### config.mk
export PLATFORM = sky130hd
export DESIGN_NAME = itm_top
export DESIGN_NICKNAME = d
export VERILOG_FILES = /design/src/hw/itm_pkg.sv /design/src/hw/itm_axil.sv /design/src/hw/itm_sync.sv /design/src/hw/itm_top.sv
export VERILOG_INCLUDE_DIRS = /design/src /design/src/hw
export SDC_FILE = /design/constraint.sdc
export NUM_CORES = 1
export LEC_CHECK = 0
export BUFFER_PORTS_ARGS = -buffer_cell sky130_fd_sc_hd__buf_2
export CAP_MARGIN = 20
export CELL_PAD_IN_SITES_DETAIL_PLACEMENT = 0
export CELL_PAD_IN_SITES_GLOBAL_PLACEMENT = 1
export CORE_MARGIN = 1.5
export CORE_UTILIZATION = 25
export DETAILED_ROUTE_END_ITERATION = 10
export PLACE_DENSITY_LB_ADDON = 0.05
export SLEW_MARGIN = 20
export SYNTH_ARGS = -nofsm -noshare
export SYNTH_HDL_FRONTEND = slang
export SYNTH_SLANG_ARGS = --single-unit
### constraint.sdc
create_clock -name aclk -period 5.8 [get_ports aclk]
set_input_delay 0.87 -clock aclk [delete_from_list [all_inputs] [get_ports aclk]]
set_output_delay 0.87 -clock aclk [all_outputs]
set_load 0.005 [all_outputs]
### src/hw/itm_regs.svh
// Register offsets, field positions and reset values of the timer block
`ifndef ITM_REGS_SVH
`define ITM_REGS_SVH

// Byte address width; channel n sits at 0x10*(n+1), register index in bits 3:2
`define ITM_AW 8
`define ITM_A_IDLE 8'h00
`define ITM_NCH 3
`define ITM_R_CTRL 2'h0
`define ITM_R_CNT 2'h1
`define ITM_R_RCA 2'h2
`define ITM_R_RCB 2'h3

// Channel control byte
`define ITM_F_ENB 0
`define ITM_F_PNDB 1
`define ITM_F_ENA 2
`define ITM_F_PNDA 3
`define ITM_F_RUN 4
`define ITM_F_MODE 5

// Idle control word
`define ITM_F_IDLE_EN 0
`define ITM_F_IDLE_PND 1

// Twelfth bit: one toggle every 4096 instruction cycles
`define ITM_IDLE_BIT 12
`define ITM_IDLE_RST 16'h0000

`define ITM_RESP_OK 2'h0
`define ITM_RESP_ERR 2'h2

`endif

### src/hw/itm_pkg.sv
// Types shared by the timer block modules
`default_nettype none
package itm_pkg;
   typedef enum logic [2:0] {
      ITM_EVT_RISE = 3'b000,
      ITM_EVT_FALL = 3'b001,
      ITM_CAP_AP_BP = 3'b010,
      ITM_CAP_AN_BN = 3'b011,
      ITM_PWM_HOLD = 3'b100,
      ITM_PWM_TOG = 3'b101,
      ITM_CAP_AP_BN = 3'b110,
      ITM_CAP_AN_BNX = 3'b111
   } itm_mode_t;

   typedef struct packed {
      logic [15:0] cnt;
      logic [15:0] rca;
      logic [15:0] rcb;
      itm_mode_t mode;
      logic run;
      logic pnda;
      logic ena;
      logic pndb;
      logic enb;
      logic sel_b;
      logic pin_out;
      logic a_q;
      logic b_q;
   } itm_chan_t;

   typedef struct packed {
      itm_chan_t [2:0] ch;
      logic [15:0] idle;
      logic idle_en;
      logic idle_pnd;
   } itm_state_t;

   typedef struct packed {
      logic aw_full;
      logic w_full;
      logic [7:0] awaddr;
      logic [31:0] wdata;
      logic [3:0] wstrb;
      logic bvalid;
      logic [1:0] bresp;
      logic rvalid;
      logic [1:0] rresp;
      logic [31:0] rdata;
   } itm_axil_t;
endpackage
`default_nettype wire

### src/hw/itm_axil.sv
// AXI4-Lite slave front end: one write and one read at a time
`default_nettype none
`include "itm_regs.svh"
module itm_axil (
   input wire logic aclk,
   input wire logic aresetn,
   input wire logic ce,
   input wire logic s_axi_awvalid,
   output logic s_axi_awready,
   input wire logic [7:0] s_axi_awaddr,
   input wire logic s_axi_wvalid,
   output logic s_axi_wready,
   input wire logic [31:0] s_axi_wdata,
   input wire logic [3:0] s_axi_wstrb,
   output logic s_axi_bvalid,
   input wire logic s_axi_bready,
   output logic [1:0] s_axi_bresp,
   input wire logic s_axi_arvalid,
   output logic s_axi_arready,
   input wire logic [7:0] s_axi_araddr,
   output logic s_axi_rvalid,
   input wire logic s_axi_rready,
   output logic [31:0] s_axi_rdata,
   output logic [1:0] s_axi_rresp,
   output logic wr_en,
   output logic [7:0] wr_addr,
   output logic [31:0] wr_data,
   output logic [3:0] wr_strb,
   input wire logic wr_err,
   output logic [7:0] rd_addr,
   input wire logic [31:0] rd_data,
   input wire logic rd_err
);
   import itm_pkg::*;

   itm_axil_t st_ff;
   itm_axil_t nxt_st;

   // Ready gated by ce so that nothing is taken while state is frozen
   assign s_axi_awready = ce & ~st_ff.aw_full & ~st_ff.bvalid;
   assign s_axi_wready = ce & ~st_ff.w_full & ~st_ff.bvalid;
   assign s_axi_arready = ce & ~st_ff.rvalid;
   assign wr_en = ce & st_ff.aw_full & st_ff.w_full & ~st_ff.bvalid;
   assign wr_addr = st_ff.awaddr;
   assign wr_data = st_ff.wdata;
   assign wr_strb = st_ff.wstrb;
   assign rd_addr = s_axi_araddr;
   assign s_axi_bvalid = st_ff.bvalid;
   assign s_axi_bresp = st_ff.bresp;
   assign s_axi_rvalid = st_ff.rvalid;
   assign s_axi_rdata = st_ff.rdata;
   assign s_axi_rresp = st_ff.rresp;

   always_comb begin
      nxt_st = st_ff;
      if (s_axi_awvalid && s_axi_awready) begin
         nxt_st.aw_full = 1'b1;
         nxt_st.awaddr = s_axi_awaddr;
      end
      if (s_axi_wvalid && s_axi_wready) begin
         nxt_st.w_full = 1'b1;
         nxt_st.wdata = s_axi_wdata;
         nxt_st.wstrb = s_axi_wstrb;
      end
      if (wr_en) begin
         nxt_st.aw_full = 1'b0;
         nxt_st.w_full = 1'b0;
         nxt_st.bvalid = 1'b1;
         nxt_st.bresp = wr_err ? `ITM_RESP_ERR : `ITM_RESP_OK;
      end
      if (st_ff.bvalid && s_axi_bready) begin
         nxt_st.bvalid = 1'b0;
      end
      if (st_ff.rvalid && s_axi_rready) begin
         nxt_st.rvalid = 1'b0;
      end
      if (s_axi_arvalid && s_axi_arready) begin
         nxt_st.rvalid = 1'b1;
         nxt_st.rdata = rd_data;
         nxt_st.rresp = rd_err ? `ITM_RESP_ERR : `ITM_RESP_OK;
      end
   end

   always_ff @(posedge aclk) begin
      if (!aresetn) begin
         st_ff <= '0;
      end else if (ce) begin
         st_ff <= nxt_st;
      end
   end
endmodule
`default_nettype wire

### src/hw/itm_sync.sv
// Two-flop synchroniser for pin inputs
`default_nettype none
module itm_sync #(
   parameter int WIDTH = 1
) (
   input wire logic aclk,
   input wire logic aresetn,
   input wire logic ce,
   input wire logic [WIDTH-1:0] din,
   output logic [WIDTH-1:0] dout
);
   typedef struct packed {
      logic [WIDTH-1:0] s1;
      logic [WIDTH-1:0] s2;
   } itm_sync_t;

   itm_sync_t st_ff;
   itm_sync_t nxt_st;

   // First stage feeds only the second stage
   always_comb begin
      nxt_st.s1 = din;
      nxt_st.s2 = st_ff.s1;
   end

   always_ff @(posedge aclk) begin
      if (!aresetn) begin
         st_ff <= '0;
      end else if (ce) begin
         st_ff <= nxt_st;
      end
   end

   assign dout = st_ff.s2;
endmodule
`default_nettype wire

### src/hw/itm_top.sv
// Idle timer and three PWM / event / capture timers behind AXI4-Lite
//
// Function
// - Idle timer counts down, software cannot access.
// - Twelfth-bit toggle sets idle pending flag.
// - Idle enable gates the idle interrupt.
// - Each channel: 16-bit counter, registers A, B.
// - Channel counters and A/B registers have no reset.
// - Pin A bidirectional, pin B input only.
// - Three mode bits select PWM, event, capture.
// - Run bit starts/stops PWM and event counter.
// - PWM counter decrements every instruction cycle.
// - PWM reloads A first, then B, A alternately.
// - Toggle variant inverts pin A per underflow.
// - PWM underflows set pending A/B alternately.
// - Enable A interrupts on reload from A.
// - Enable B interrupts on reload from B.
// - Event mode counts selected pin A edge.
// - Event underflow sets pending A, gated irq.
// - Event mode: pin B rise sets pending B.
// - Event mode never drives pin A.
// - Capture: free count, edges copy count to A/B.
// - Capture edge polarities per pin by mode.
// - Capture registers readable without disturbing counter.
// - Capture triggers set pending A/B, gated irq.
// - Capture underflow sets run bit, gated by A.
`default_nettype none
`include "itm_regs.svh"
module itm_top (
   input wire logic aclk,
   input wire logic aresetn,
   input wire logic ce,
   input wire logic s_axi_awvalid,
   output logic s_axi_awready,
   input wire logic [7:0] s_axi_awaddr,
   input wire logic s_axi_wvalid,
   output logic s_axi_wready,
   input wire logic [31:0] s_axi_wdata,
   input wire logic [3:0] s_axi_wstrb,
   output logic s_axi_bvalid,
   input wire logic s_axi_bready,
   output logic [1:0] s_axi_bresp,
   input wire logic s_axi_arvalid,
   output logic s_axi_arready,
   input wire logic [7:0] s_axi_araddr,
   output logic s_axi_rvalid,
   input wire logic s_axi_rready,
   output logic [31:0] s_axi_rdata,
   output logic [1:0] s_axi_rresp,
   input wire logic [2:0] pin_a_in,
   output logic [2:0] pin_a_out,
   output logic [2:0] pin_a_oe,
   input wire logic [2:0] pin_b_in,
   output logic idle_irq,
   output logic [2:0] timer_irq
);
   import itm_pkg::*;

   itm_state_t st_ff;
   itm_state_t nxt_st;
   logic [5:0] pin_s;
   logic wr_en;
   logic [7:0] wr_addr;
   logic [31:0] wr_data;
   logic [3:0] wr_strb;
   logic wr_err;
   logic [7:0] rd_addr;
   logic [31:0] rd_data;
   logic rd_err;
   logic [2:0] trig_a;
   logic [2:0] trig_b;
   logic [2:0] uflow;

   // Pins are asynchronous to aclk
   itm_sync #(
      .WIDTH(6)
   ) u_sync (
      .aclk(aclk),
      .aresetn(aresetn),
      .ce(ce),
      .din({pin_b_in, pin_a_in}),
      .dout(pin_s)
   );

   itm_axil u_axil (
      .aclk(aclk),
      .aresetn(aresetn),
      .ce(ce),
      .s_axi_awvalid(s_axi_awvalid),
      .s_axi_awready(s_axi_awready),
      .s_axi_awaddr(s_axi_awaddr),
      .s_axi_wvalid(s_axi_wvalid),
      .s_axi_wready(s_axi_wready),
      .s_axi_wdata(s_axi_wdata),
      .s_axi_wstrb(s_axi_wstrb),
      .s_axi_bvalid(s_axi_bvalid),
      .s_axi_bready(s_axi_bready),
      .s_axi_bresp(s_axi_bresp),
      .s_axi_arvalid(s_axi_arvalid),
      .s_axi_arready(s_axi_arready),
      .s_axi_araddr(s_axi_araddr),
      .s_axi_rvalid(s_axi_rvalid),
      .s_axi_rready(s_axi_rready),
      .s_axi_rdata(s_axi_rdata),
      .s_axi_rresp(s_axi_rresp),
      .wr_en(wr_en),
      .wr_addr(wr_addr),
      .wr_data(wr_data),
      .wr_strb(wr_strb),
      .wr_err(wr_err),
      .rd_addr(rd_addr),
      .rd_data(rd_data),
      .rd_err(rd_err)
   );

   function automatic logic [15:0] merge16(
      input logic [15:0] old,
      input logic [31:0] d,
      input logic [3:0] strb
   );
      logic [15:0] v;
      v = old;
      if (strb[0]) begin
         v[7:0] = d[7:0];
      end
      if (strb[1]) begin
         v[15:8] = d[15:8];
      end
      return v;
   endfunction

   // Unmapped: anything above the last channel, or gaps in the idle slot
   always_comb begin
      wr_err = (wr_addr[7:4] > 4'(`ITM_NCH))
         || (wr_addr[7:4] == 4'h0 && wr_addr[3:2] != 2'h0);
   end

   always_comb begin
      logic [2:0] md;
      logic pwm;
      logic evt;
      logic cap;
      logic ar;
      logic af;
      logic br;
      logic bf;
      logic hit;
      logic cnt_wr;
      logic dec;
      md = 3'h0;
      pwm = 1'b0;
      evt = 1'b0;
      cap = 1'b0;
      ar = 1'b0;
      af = 1'b0;
      br = 1'b0;
      bf = 1'b0;
      hit = 1'b0;
      cnt_wr = 1'b0;
      dec = 1'b0;
      nxt_st = st_ff;
      trig_a = '0;
      trig_b = '0;
      uflow = '0;
      // Free-running; no address reaches the count itself
      nxt_st.idle = st_ff.idle - 16'h0001;
      if (wr_en && wr_addr == `ITM_A_IDLE && wr_strb[0]) begin
         nxt_st.idle_en = wr_data[`ITM_F_IDLE_EN];
         nxt_st.idle_pnd = wr_data[`ITM_F_IDLE_PND];
      end
      if (nxt_st.idle[`ITM_IDLE_BIT] != st_ff.idle[`ITM_IDLE_BIT]) begin
         nxt_st.idle_pnd = 1'b1;
      end
      for (int n = 0; n < `ITM_NCH; n++) begin
         md = st_ff.ch[n].mode;
         pwm = md[2] & ~md[1];
         evt = ~md[2] & ~md[1];
         cap = md[1];
         ar = pin_s[n] & ~st_ff.ch[n].a_q;
         af = ~pin_s[n] & st_ff.ch[n].a_q;
         br = pin_s[n + 3] & ~st_ff.ch[n].b_q;
         bf = ~pin_s[n + 3] & st_ff.ch[n].b_q;
         nxt_st.ch[n].a_q = pin_s[n];
         nxt_st.ch[n].b_q = pin_s[n + 3];
         hit = wr_en && (wr_addr[7:4] == 4'(n + 1));
         cnt_wr = hit && (wr_addr[3:2] == `ITM_R_CNT);
         // Software first, so hardware events below override a clear
         if (hit) begin
            unique case (wr_addr[3:2])
               `ITM_R_CTRL: begin
                  if (wr_strb[0]) begin
                     nxt_st.ch[n].mode = itm_mode_t'(wr_data[`ITM_F_MODE +: 3]);
                     nxt_st.ch[n].run = wr_data[`ITM_F_RUN];
                     nxt_st.ch[n].pnda = wr_data[`ITM_F_PNDA];
                     nxt_st.ch[n].ena = wr_data[`ITM_F_ENA];
                     nxt_st.ch[n].pndb = wr_data[`ITM_F_PNDB];
                     nxt_st.ch[n].enb = wr_data[`ITM_F_ENB];
                     // Restarts the A-first reload order
                     nxt_st.ch[n].sel_b = 1'b0;
                  end
               end
               `ITM_R_CNT: begin
                  nxt_st.ch[n].cnt = merge16(st_ff.ch[n].cnt, wr_data, wr_strb);
               end
               `ITM_R_RCA: begin
                  nxt_st.ch[n].rca = merge16(st_ff.ch[n].rca, wr_data, wr_strb);
               end
               `ITM_R_RCB: begin
                  nxt_st.ch[n].rcb = merge16(st_ff.ch[n].rcb, wr_data, wr_strb);
               end
            endcase
         end
         // Capture ignores the run bit; it is the underflow flag there
         dec = cap | (st_ff.ch[n].run & (pwm | (evt & (md[0] ? af : ar))));
         // A counter write in the same cycle beats the count step
         if (dec && !cnt_wr) begin
            if (st_ff.ch[n].cnt == 16'h0000) begin
               uflow[n] = 1'b1;
               if (pwm) begin
                  if (st_ff.ch[n].sel_b) begin
                     nxt_st.ch[n].cnt = st_ff.ch[n].rcb;
                     nxt_st.ch[n].pndb = 1'b1;
                  end else begin
                     nxt_st.ch[n].cnt = st_ff.ch[n].rca;
                     nxt_st.ch[n].pnda = 1'b1;
                  end
                  nxt_st.ch[n].sel_b = ~st_ff.ch[n].sel_b;
                  if (md[0]) begin
                     nxt_st.ch[n].pin_out = ~st_ff.ch[n].pin_out;
                  end
               end else if (evt) begin
                  nxt_st.ch[n].cnt = st_ff.ch[n].rca;
                  nxt_st.ch[n].pnda = 1'b1;
               end else begin
                  nxt_st.ch[n].cnt = 16'hFFFF;
                  nxt_st.ch[n].run = 1'b1;
               end
            end else begin
               nxt_st.ch[n].cnt = st_ff.ch[n].cnt - 16'h0001;
            end
         end
         if (cap) begin
            trig_a[n] = md[0] ? af : ar;
            trig_b[n] = (md[0] | md[2]) ? bf : br;
            if (trig_a[n]) begin
               nxt_st.ch[n].rca = st_ff.ch[n].cnt;
               nxt_st.ch[n].pnda = 1'b1;
            end
            if (trig_b[n]) begin
               nxt_st.ch[n].rcb = st_ff.ch[n].cnt;
               nxt_st.ch[n].pndb = 1'b1;
            end
         end else if (evt && br) begin
            nxt_st.ch[n].pndb = 1'b1;
         end
      end
   end

   // Reads have no side effect on any count
   always_comb begin
      rd_data = '0;
      rd_err = (rd_addr[7:4] > 4'(`ITM_NCH))
         || (rd_addr[7:4] == 4'h0 && rd_addr[3:2] != 2'h0);
      // Gaps in the idle slot read as zero, like any other unmapped word
      if (rd_addr == `ITM_A_IDLE) begin
         rd_data[`ITM_F_IDLE_EN] = st_ff.idle_en;
         rd_data[`ITM_F_IDLE_PND] = st_ff.idle_pnd;
      end
      for (int n = 0; n < `ITM_NCH; n++) begin
         if (rd_addr[7:4] == 4'(n + 1)) begin
            unique case (rd_addr[3:2])
               `ITM_R_CTRL: begin
                  rd_data[`ITM_F_MODE +: 3] = st_ff.ch[n].mode;
                  rd_data[`ITM_F_RUN] = st_ff.ch[n].run;
                  rd_data[`ITM_F_PNDA] = st_ff.ch[n].pnda;
                  rd_data[`ITM_F_ENA] = st_ff.ch[n].ena;
                  rd_data[`ITM_F_PNDB] = st_ff.ch[n].pndb;
                  rd_data[`ITM_F_ENB] = st_ff.ch[n].enb;
               end
               `ITM_R_CNT: rd_data[15:0] = st_ff.ch[n].cnt;
               `ITM_R_RCA: rd_data[15:0] = st_ff.ch[n].rca;
               `ITM_R_RCB: rd_data[15:0] = st_ff.ch[n].rcb;
            endcase
         end
      end
   end

   always_comb begin
      idle_irq = st_ff.idle_en & st_ff.idle_pnd;
      for (int n = 0; n < `ITM_NCH; n++) begin
         // Pin A is driven only by the toggling PWM; else it is an input
         pin_a_oe[n] = (st_ff.ch[n].mode == ITM_PWM_TOG);
         pin_a_out[n] = st_ff.ch[n].pin_out;
         // In capture the A request merges trigger and underflow
         timer_irq[n] = (st_ff.ch[n].ena & (st_ff.ch[n].pnda
            | (st_ff.ch[n].mode[1] & st_ff.ch[n].run)))
            | (st_ff.ch[n].enb & st_ff.ch[n].pndb);
      end
   end

   always_ff @(posedge aclk) begin
      if (!aresetn) begin
         st_ff.idle <= `ITM_IDLE_RST;
         st_ff.idle_en <= 1'b0;
         st_ff.idle_pnd <= 1'b0;
         // Count and A/B stay as they were: power-up contents are undefined
         for (int n = 0; n < `ITM_NCH; n++) begin
            st_ff.ch[n].mode <= ITM_EVT_RISE;
            st_ff.ch[n].run <= 1'b0;
            st_ff.ch[n].pnda <= 1'b0;
            st_ff.ch[n].ena <= 1'b0;
            st_ff.ch[n].pndb <= 1'b0;
            st_ff.ch[n].enb <= 1'b0;
            st_ff.ch[n].sel_b <= 1'b0;
            st_ff.ch[n].pin_out <= 1'b0;
            st_ff.ch[n].a_q <= 1'b0;
            st_ff.ch[n].b_q <= 1'b0;
         end
      end else if (ce) begin
         st_ff <= nxt_st;
      end
   end

   // Checks on channel 0; the other two share the same loop body
   itm_chan_t c0;
   logic w0;
   logic pwm0;
   assign c0 = st_ff.ch[0];
   assign w0 = wr_en && wr_addr[7:4] == 4'h1;
   assign pwm0 = c0.mode[2] & ~c0.mode[1];
endmodule
`default_nettype wire
# Yosys cells after proc, flatten, opt, wreduce, memory -nomap -nowiden
# Index checks and enable logic that the tools add are counted.
dict set report totals {
  reg_bits 260
  in_bits 66
  output_inout_bits 51
  word_cells 382
}
dict set report classes {
  addsub 4
  n_lt_le_gt_ge 2
  eq_ne 16
  muxes 141
  bitwise 85
  reduce_logical 77
}
# op n
set ops {}
lappend ops {{two-way mux 16 bit} 31}
lappend ops {{two-way mux 57 bit} 3}
lappend ops {{two-way mux 8 bit} 14}
lappend ops {{two-way mux 32 bit} 3}
lappend ops {{case mux 8 bit (4 select lines)} 3}
lappend ops {{case mux 8 bit (3 select lines)} 3}
lappend ops {{subtractor 16 x 1 -> 16 bit, second input constant} 4}
lappend ops {{two-way mux 1 bit} 57}
lappend ops {{two-way mux 9 bit} 6}
lappend ops {{logical NOT 16 bit} 3}
lappend ops {{AND reduction 5 bit} 9}
lappend ops {{bitwise AND 1 bit} 42}
lappend ops {{two-way mux 2 bit} 19}
lappend ops {{nonzero test 2 bit} 19}
lappend ops {{two-way mux 35 bit} 1}
lappend ops {{inverter 1 bit} 28}
lappend ops {{AND reduction 2 bit} 11}
lappend ops {{logical AND 1 bit} 21}
lappend ops {{equality test 4 x 2 -> 1 bit, second input constant} 4}
lappend ops {{logical NOT 8 bit} 2}
lappend ops {{OR 1 bit} 15}
lappend ops {{AND reduction 4 bit} 3}
lappend ops {{equality test 3 bit, second input constant} 3}
lappend ops {{equality test 2 bit, second input constant} 4}
lappend ops {{9 further kinds} 17}

# Longest topological paths before layout
dict set report logic_depth {
  ltp_word 11
  depth_mapped 8
  depth_no_buf 7
}

# Hierarchy
# Synthesis repeated with hierarchy kept, for this count alone.
dict set report unflattened {
  cells_unflattened 1951
  area_unflattened_um2 17893.4
}
# mod n_inst cells_per_inst area_per_inst_um2
set modules_own_cells {}
lappend modules_own_cells {itm_top 1 1466 13450.4}
lappend modules_own_cells {itm_axil 1 447 3992.6}
lappend modules_own_cells {itm_sync 1 38 450.4}

# Worst setup path after synthesis
# OpenSTA, ideal clock, no wires.
dict set report synth_timing {
  kind {in2reg}
  start {input port ce}
  end {register st_ff, in the netlist c0[12], enable pin}
  arrival_ns 3.416
  t_required_ns 5.351
  slack_ns 1.935
  stages 4
  path_buffers 2
  cell_sequence {clkbuf_1 buf_1 nand2_1 inv_1}
}
dict set report synth_via {
  elab_chain_len 1
}
# item line_no
set synth_lines {}
lappend synth_lines {{start, declared} itm_top.sv:32} ;# input wire logic ce,
lappend synth_lines {{AND reduction 2 bit (no source line)} -}
lappend synth_lines {{end signal, assigned} itm_top.sv:320} ;# st_ff <= nxt_st;
lappend synth_lines {{end, declared} itm_top.sv:59} ;# itm_state_t st_ff;
# Every way passes these cells.
# A chain may end at the register's enable or synchronous reset.

==> impl_summary.log <==
[metrics] Pwr Total: between 0.004 and 0.005 W
[metrics] cell with the largest stage delay on the worst path: sky130_fd_sc_hd__a2111oi_0
[metrics] post-synth design cell area: 15500 sq um
[metrics] TritonCTS clock tree: done
[metrics] clock insertion delay at the later pin of the skew report: ~0.57 ns
[metrics] Clock Skews: ~0.025 ns
[metrics] status: complete, no violations
[metrics] final worst path period need: ~3.3 ns
[metrics] number of buffers inserted during clock tree synthesis: 37
[metrics] standard-cell rows: 90
[metrics] master cell of the clock root buffer: sky130_fd_sc_hd__clkbuf_16
[metrics] max_slew headroom: between 20% and 30%
[metrics] clock-pin transition on the worst setup and hold timing paths: roughly 0.060 ns
[metrics] proportion of layout cells with a drive suffix above 1: 15.4%
[metrics] Yosys warning count: 0
[metrics] Distinct cells, synth: 74
[metrics] Final Worst Setup Slack: ~2.5 ns
[metrics] reg-to-reg startpoint: c0[9]
[metrics] TritonRoute pass-1 iters: 5
[metrics] Final Routed Wirelength: roughly 62 mm
[metrics] total core area: just over 60000 sq um
[metrics] pre-CTS worst setup slack: about 1.9 ns
[metrics] number of slew-limit violations in the final report: 0
[metrics] via count normalized by instance count: around 5.3
[metrics] number of setup violations in the final report: 0
[metrics] Slowest Stage Delay on Critical Path: roughly 0.83 ns
[metrics] Met1 Routed Length: 29.1 mm
[metrics] most used flip-flop cell after synthesis: sky130_fd_sc_hd__edfxtp_1
[metrics] met2 routed WL: just under 30 mm
[metrics] worst ir drop on vdd: approximately 0.19 mV
[metrics] count of state elements after synthesis: 254
[metrics] post-detail-place hpwl: 40.9 mm
[metrics] maximum number of pins on one net before global-route repair: 64
[metrics] quantity of I/O buffers inserted on ports: 80
[metrics] count of cells resized by post-cts repair: 0
[metrics] element type at the critical path end: register
[metrics] routed wl met3: 2.36 mm
[metrics] CP Launch Point: c0[9]
[metrics] Register-to-Register Path Depth: 6
[metrics] average wire per cell in the routed design: roughly 25 um
[metrics] final hold violations: 0
[metrics] crit path DAT: 3.57 ns
[metrics] die boundary height: 252 um
[metrics] CP Class: register to register
[metrics] Setup Fix Bufs, Post-CTS: 0
[metrics] setup slack on the worst flop-to-flop path: between 2 and 3 ns
[metrics] total number of vias: roughly 13000
[metrics] Leakage Power: approximately 7 nW
[metrics] Least-Margin Pin Slew: roughly 1.1 ns
[metrics] Top Layer Used: met4
[metrics] Async SR Flop Fraction: 0%
[metrics] overall die area: roughly 63000 sq um
[metrics] chip width: roughly 250 um
[metrics] Hold Buf Count CTS: 0
[metrics] WP data required: 6.10 ns
[metrics] max-cap violation count: 0
[metrics] period utilisation layout: between 50 and 60%
[metrics] total inserted antenna cells: 0
[metrics] type of the worst min-delay path: register to register
[metrics] average footprint of a synthesized cell: 9.43 sq um
[metrics] post-route setup TNS: 0 ns
[metrics] via count of the first global-routing pass: 12500
[metrics] sort of element at the start of the critical path: register
[metrics] Nets: about 1700
[metrics] total power divided by cell area: around 260 nW/um^2
[metrics] antenna violation net count after detailed routing: 0
[metrics] antenna violations before repair: 0
[metrics] Highest Clock Rate: 306 MHz
[metrics] global-route wire length before repair: about 90 mm
[metrics] clock sink count: 254
[metrics] post-detailed-route DRC marker count: 0
[metrics] buffers from clock root to sink, at most: 3
[metrics] unrepaired setup endpoints after global routing: false
[metrics] capture point of the worst path: c0[52]
[metrics] highest net fanout along the worst path: 20
[metrics] total grt overflow: 0
[metrics] CP Cell Sequence: nor4bb_1, a2111oi_0, nand2b_1, buf_4, a21oi_1, a32o_1
[metrics] count of flip-flops with a built-in enable after synthesis: approximately 140
[metrics] instance count of the mapped netlist: 1638
[metrics] total routing resource utilization after global routing: about a fifth
[metrics] register area share after synthesis: a little over two fifths
[metrics] area growth from synthesis to layout: 13.4%
[metrics] number of DRC markers after the initial detailed-route iteration: slightly below 800
[metrics] # H-tree levels: 2
[metrics] endpoint of the most critical register-to-register path: c0[52]
[metrics] effective utilization at floorplan: between 20% and 30%
[metrics] number of placed I/O pins: approximately 120
[metrics] RePlAce Congestion: just under 0.8
-- per-layer routing --
| metal | up-vias | GRT usage (%) |
|---|---|---|
| met5 | - | 0 |
| met4 | 0 | 4.48 |
| met3 | 57 | 2.71 |
| met2 | 253 | 31.6 |
| met1 | 6394 | 26.8 |
| li1 | 6043 | - |
-- power by group --
group | leakage [nW] | internal [W] | switching (W)
registers | 2.24 | 0.00196 | 0.0000831
logic | 4.03 | 0.000127 | 0.000193
clock network | 0.584 | 0.00132 | 0.000945
-- state kept, by name, summed over array words and instances (netlist names), 2 cells and up --
register            cells
c0                     59
u_axil.st_ff            2
u_axil.wr_strb          2
st_ff                 132
pin_a_out               3
u_axil.wr_data         16
u_sync.dout             6
u_sync.nxt_st           6
u_axil.wr_addr          8
u_axil.s_axi_rdata     16
-- critical path, delay by kind of cell (launching register included) --
family | cells | cell delay (ns)
AND/OR/NAND/NOR | 2 | 0.92
buffers and inverters | 1 | 0.35
flip-flops | 1 | 0.56
AO/OA/AOI/OAI | 3 | 1.14
-- cells by family (layout without fill, tap and decap cells) --
logic type | Yosys count | count (layout) | synth area share, %
XOR/XNOR | 38 | 38 | 2.15
AND/OR/NAND/NOR | 526 | 526 | 16.7
buffers and inverters | 201 | 192 | 5.96
AO/OA/AOI/OAI | 407 | 407 | 17.1
other | 1 | 18 | 0.0243
flip-flops | 254 | 254 | 42.2
adder cells (fa/ha/maj) | 7 | 7 | 0.567
multiplexers | 204 | 204 | 15.2
-- stage by stage --
stage	std cells	area, sq um	utilization [%]	hold slack [ns]
after global placement	2361	16300	26.9	0.447
after global routing	2428	17500	28.9	0.482
after CTS	2428	17500	28.8	0.460
after floorplan	1655	15500	-	0.433
after detailed placement	2361	16300	26.9	0.451
final	2428	17500	28.9	0.457
-- Yosys cell counts, types with 10 or more instances --
cell type | n | share of area [%]
sky130_fd_sc_hd__a2111oi_0 | 19 | 1.1
sky130_fd_sc_hd__a211oi_1 | 23 | 1.1
sky130_fd_sc_hd__a21oi_1 | 112 | 3.6
sky130_fd_sc_hd__a221oi_1 | 16 | 0.91
sky130_fd_sc_hd__a31o_2 | 20 | 1.1
sky130_fd_sc_hd__a32o_1 | 16 | 1.0
sky130_fd_sc_hd__and3_1 | 29 | 1.2
sky130_fd_sc_hd__buf_1 | 12 | 0.29
sky130_fd_sc_hd__buf_2 | 10 | 0.32
sky130_fd_sc_hd__buf_4 | 39 | 1.9
sky130_fd_sc_hd__clkbuf_1 | 120 | 2.9
sky130_fd_sc_hd__dfxtp_1 | 110 | 14
sky130_fd_sc_hd__edfxtp_1 | 144 | 28
sky130_fd_sc_hd__inv_1 | 19 | 0.46
sky130_fd_sc_hd__mux2_2 | 25 | 1.8
sky130_fd_sc_hd__mux2i_1 | 157 | 10
sky130_fd_sc_hd__mux4_2 | 22 | 3.2
sky130_fd_sc_hd__nand2_1 | 196 | 4.8
sky130_fd_sc_hd__nand3_1 | 30 | 0.97
sky130_fd_sc_hd__nand4_1 | 15 | 0.61
sky130_fd_sc_hd__nor2_1 | 122 | 3.0
sky130_fd_sc_hd__nor3_1 | 22 | 0.71
sky130_fd_sc_hd__nor4_1 | 15 | 0.61
sky130_fd_sc_hd__o21ai_0 | 94 | 3.0
sky130_fd_sc_hd__o22ai_1 | 23 | 0.93
sky130_fd_sc_hd__o31ai_1 | 10 | 0.49
sky130_fd_sc_hd__or3_1 | 11 | 0.45
sky130_fd_sc_hd__xnor2_1 | 18 | 1.0
sky130_fd_sc_hd__xor2_1 | 20 | 1.1
-- worst min path at each step --
stage                      start  depth (start not counted)  slack (ns)           endpoint
2_1_floorplan          st_ff[83]                          2        0.43          st_ff[83]
3_3_place_gp   u_axil.wr_addr[1]                          2        0.45  u_axil.wr_addr[1]
3_5_place_dp   u_axil.wr_addr[0]                          2        0.45  u_axil.wr_addr[0]
4_1_cts        u_axil.wr_addr[0]                          2        0.46  u_axil.wr_addr[0]
5_1_grt        u_axil.wr_addr[0]                          2        0.48  u_axil.wr_addr[0]
6_report       u_axil.wr_addr[0]                          2        0.46  u_axil.wr_addr[0]
-- placed cells by master, fill, tap and decap left out, types with 18 or more instances in the layout --
master,count
sky130_fd_sc_hd__xnor2_1,18
sky130_fd_sc_hd__nand2_1,196
sky130_fd_sc_hd__o21ai_0,94
sky130_fd_sc_hd__nor2_1,121
sky130_fd_sc_hd__buf_4,24
sky130_fd_sc_hd__mux2i_1,157
sky130_fd_sc_hd__o22ai_1,23
sky130_fd_sc_hd__buf_2,80
sky130_fd_sc_hd__a211oi_1,23
sky130_fd_sc_hd__conb_1,18
sky130_fd_sc_hd__a31o_2,20
sky130_fd_sc_hd__xor2_1,20
sky130_fd_sc_hd__nor3_1,22
sky130_fd_sc_hd__dfxtp_1,110
sky130_fd_sc_hd__nand3_1,30
sky130_fd_sc_hd__a2111oi_0,18
sky130_fd_sc_hd__clkbuf_16,38
sky130_fd_sc_hd__and3_1,29
sky130_fd_sc_hd__edfxtp_1,144
sky130_fd_sc_hd__mux2_2,25
sky130_fd_sc_hd__mux4_2,22
sky130_fd_sc_hd__a21oi_1,110
-- layout make-up --
| type | instances | area [sq um] |
|---|---|---|
| multi-input cells | 1200 | 8140 |
| fillers | 6400 | 43200 |
| flip-flops and latches | 254 | 6530 |
| repair buffers | 106 | 621 |
| inverters | 19 | 73.8 |
| well taps | 782 | 978 |
| clock buffers | 52 | 1050 |
| clock inverters | 15 | 124 |
Power figures use the tool's default switching activity.
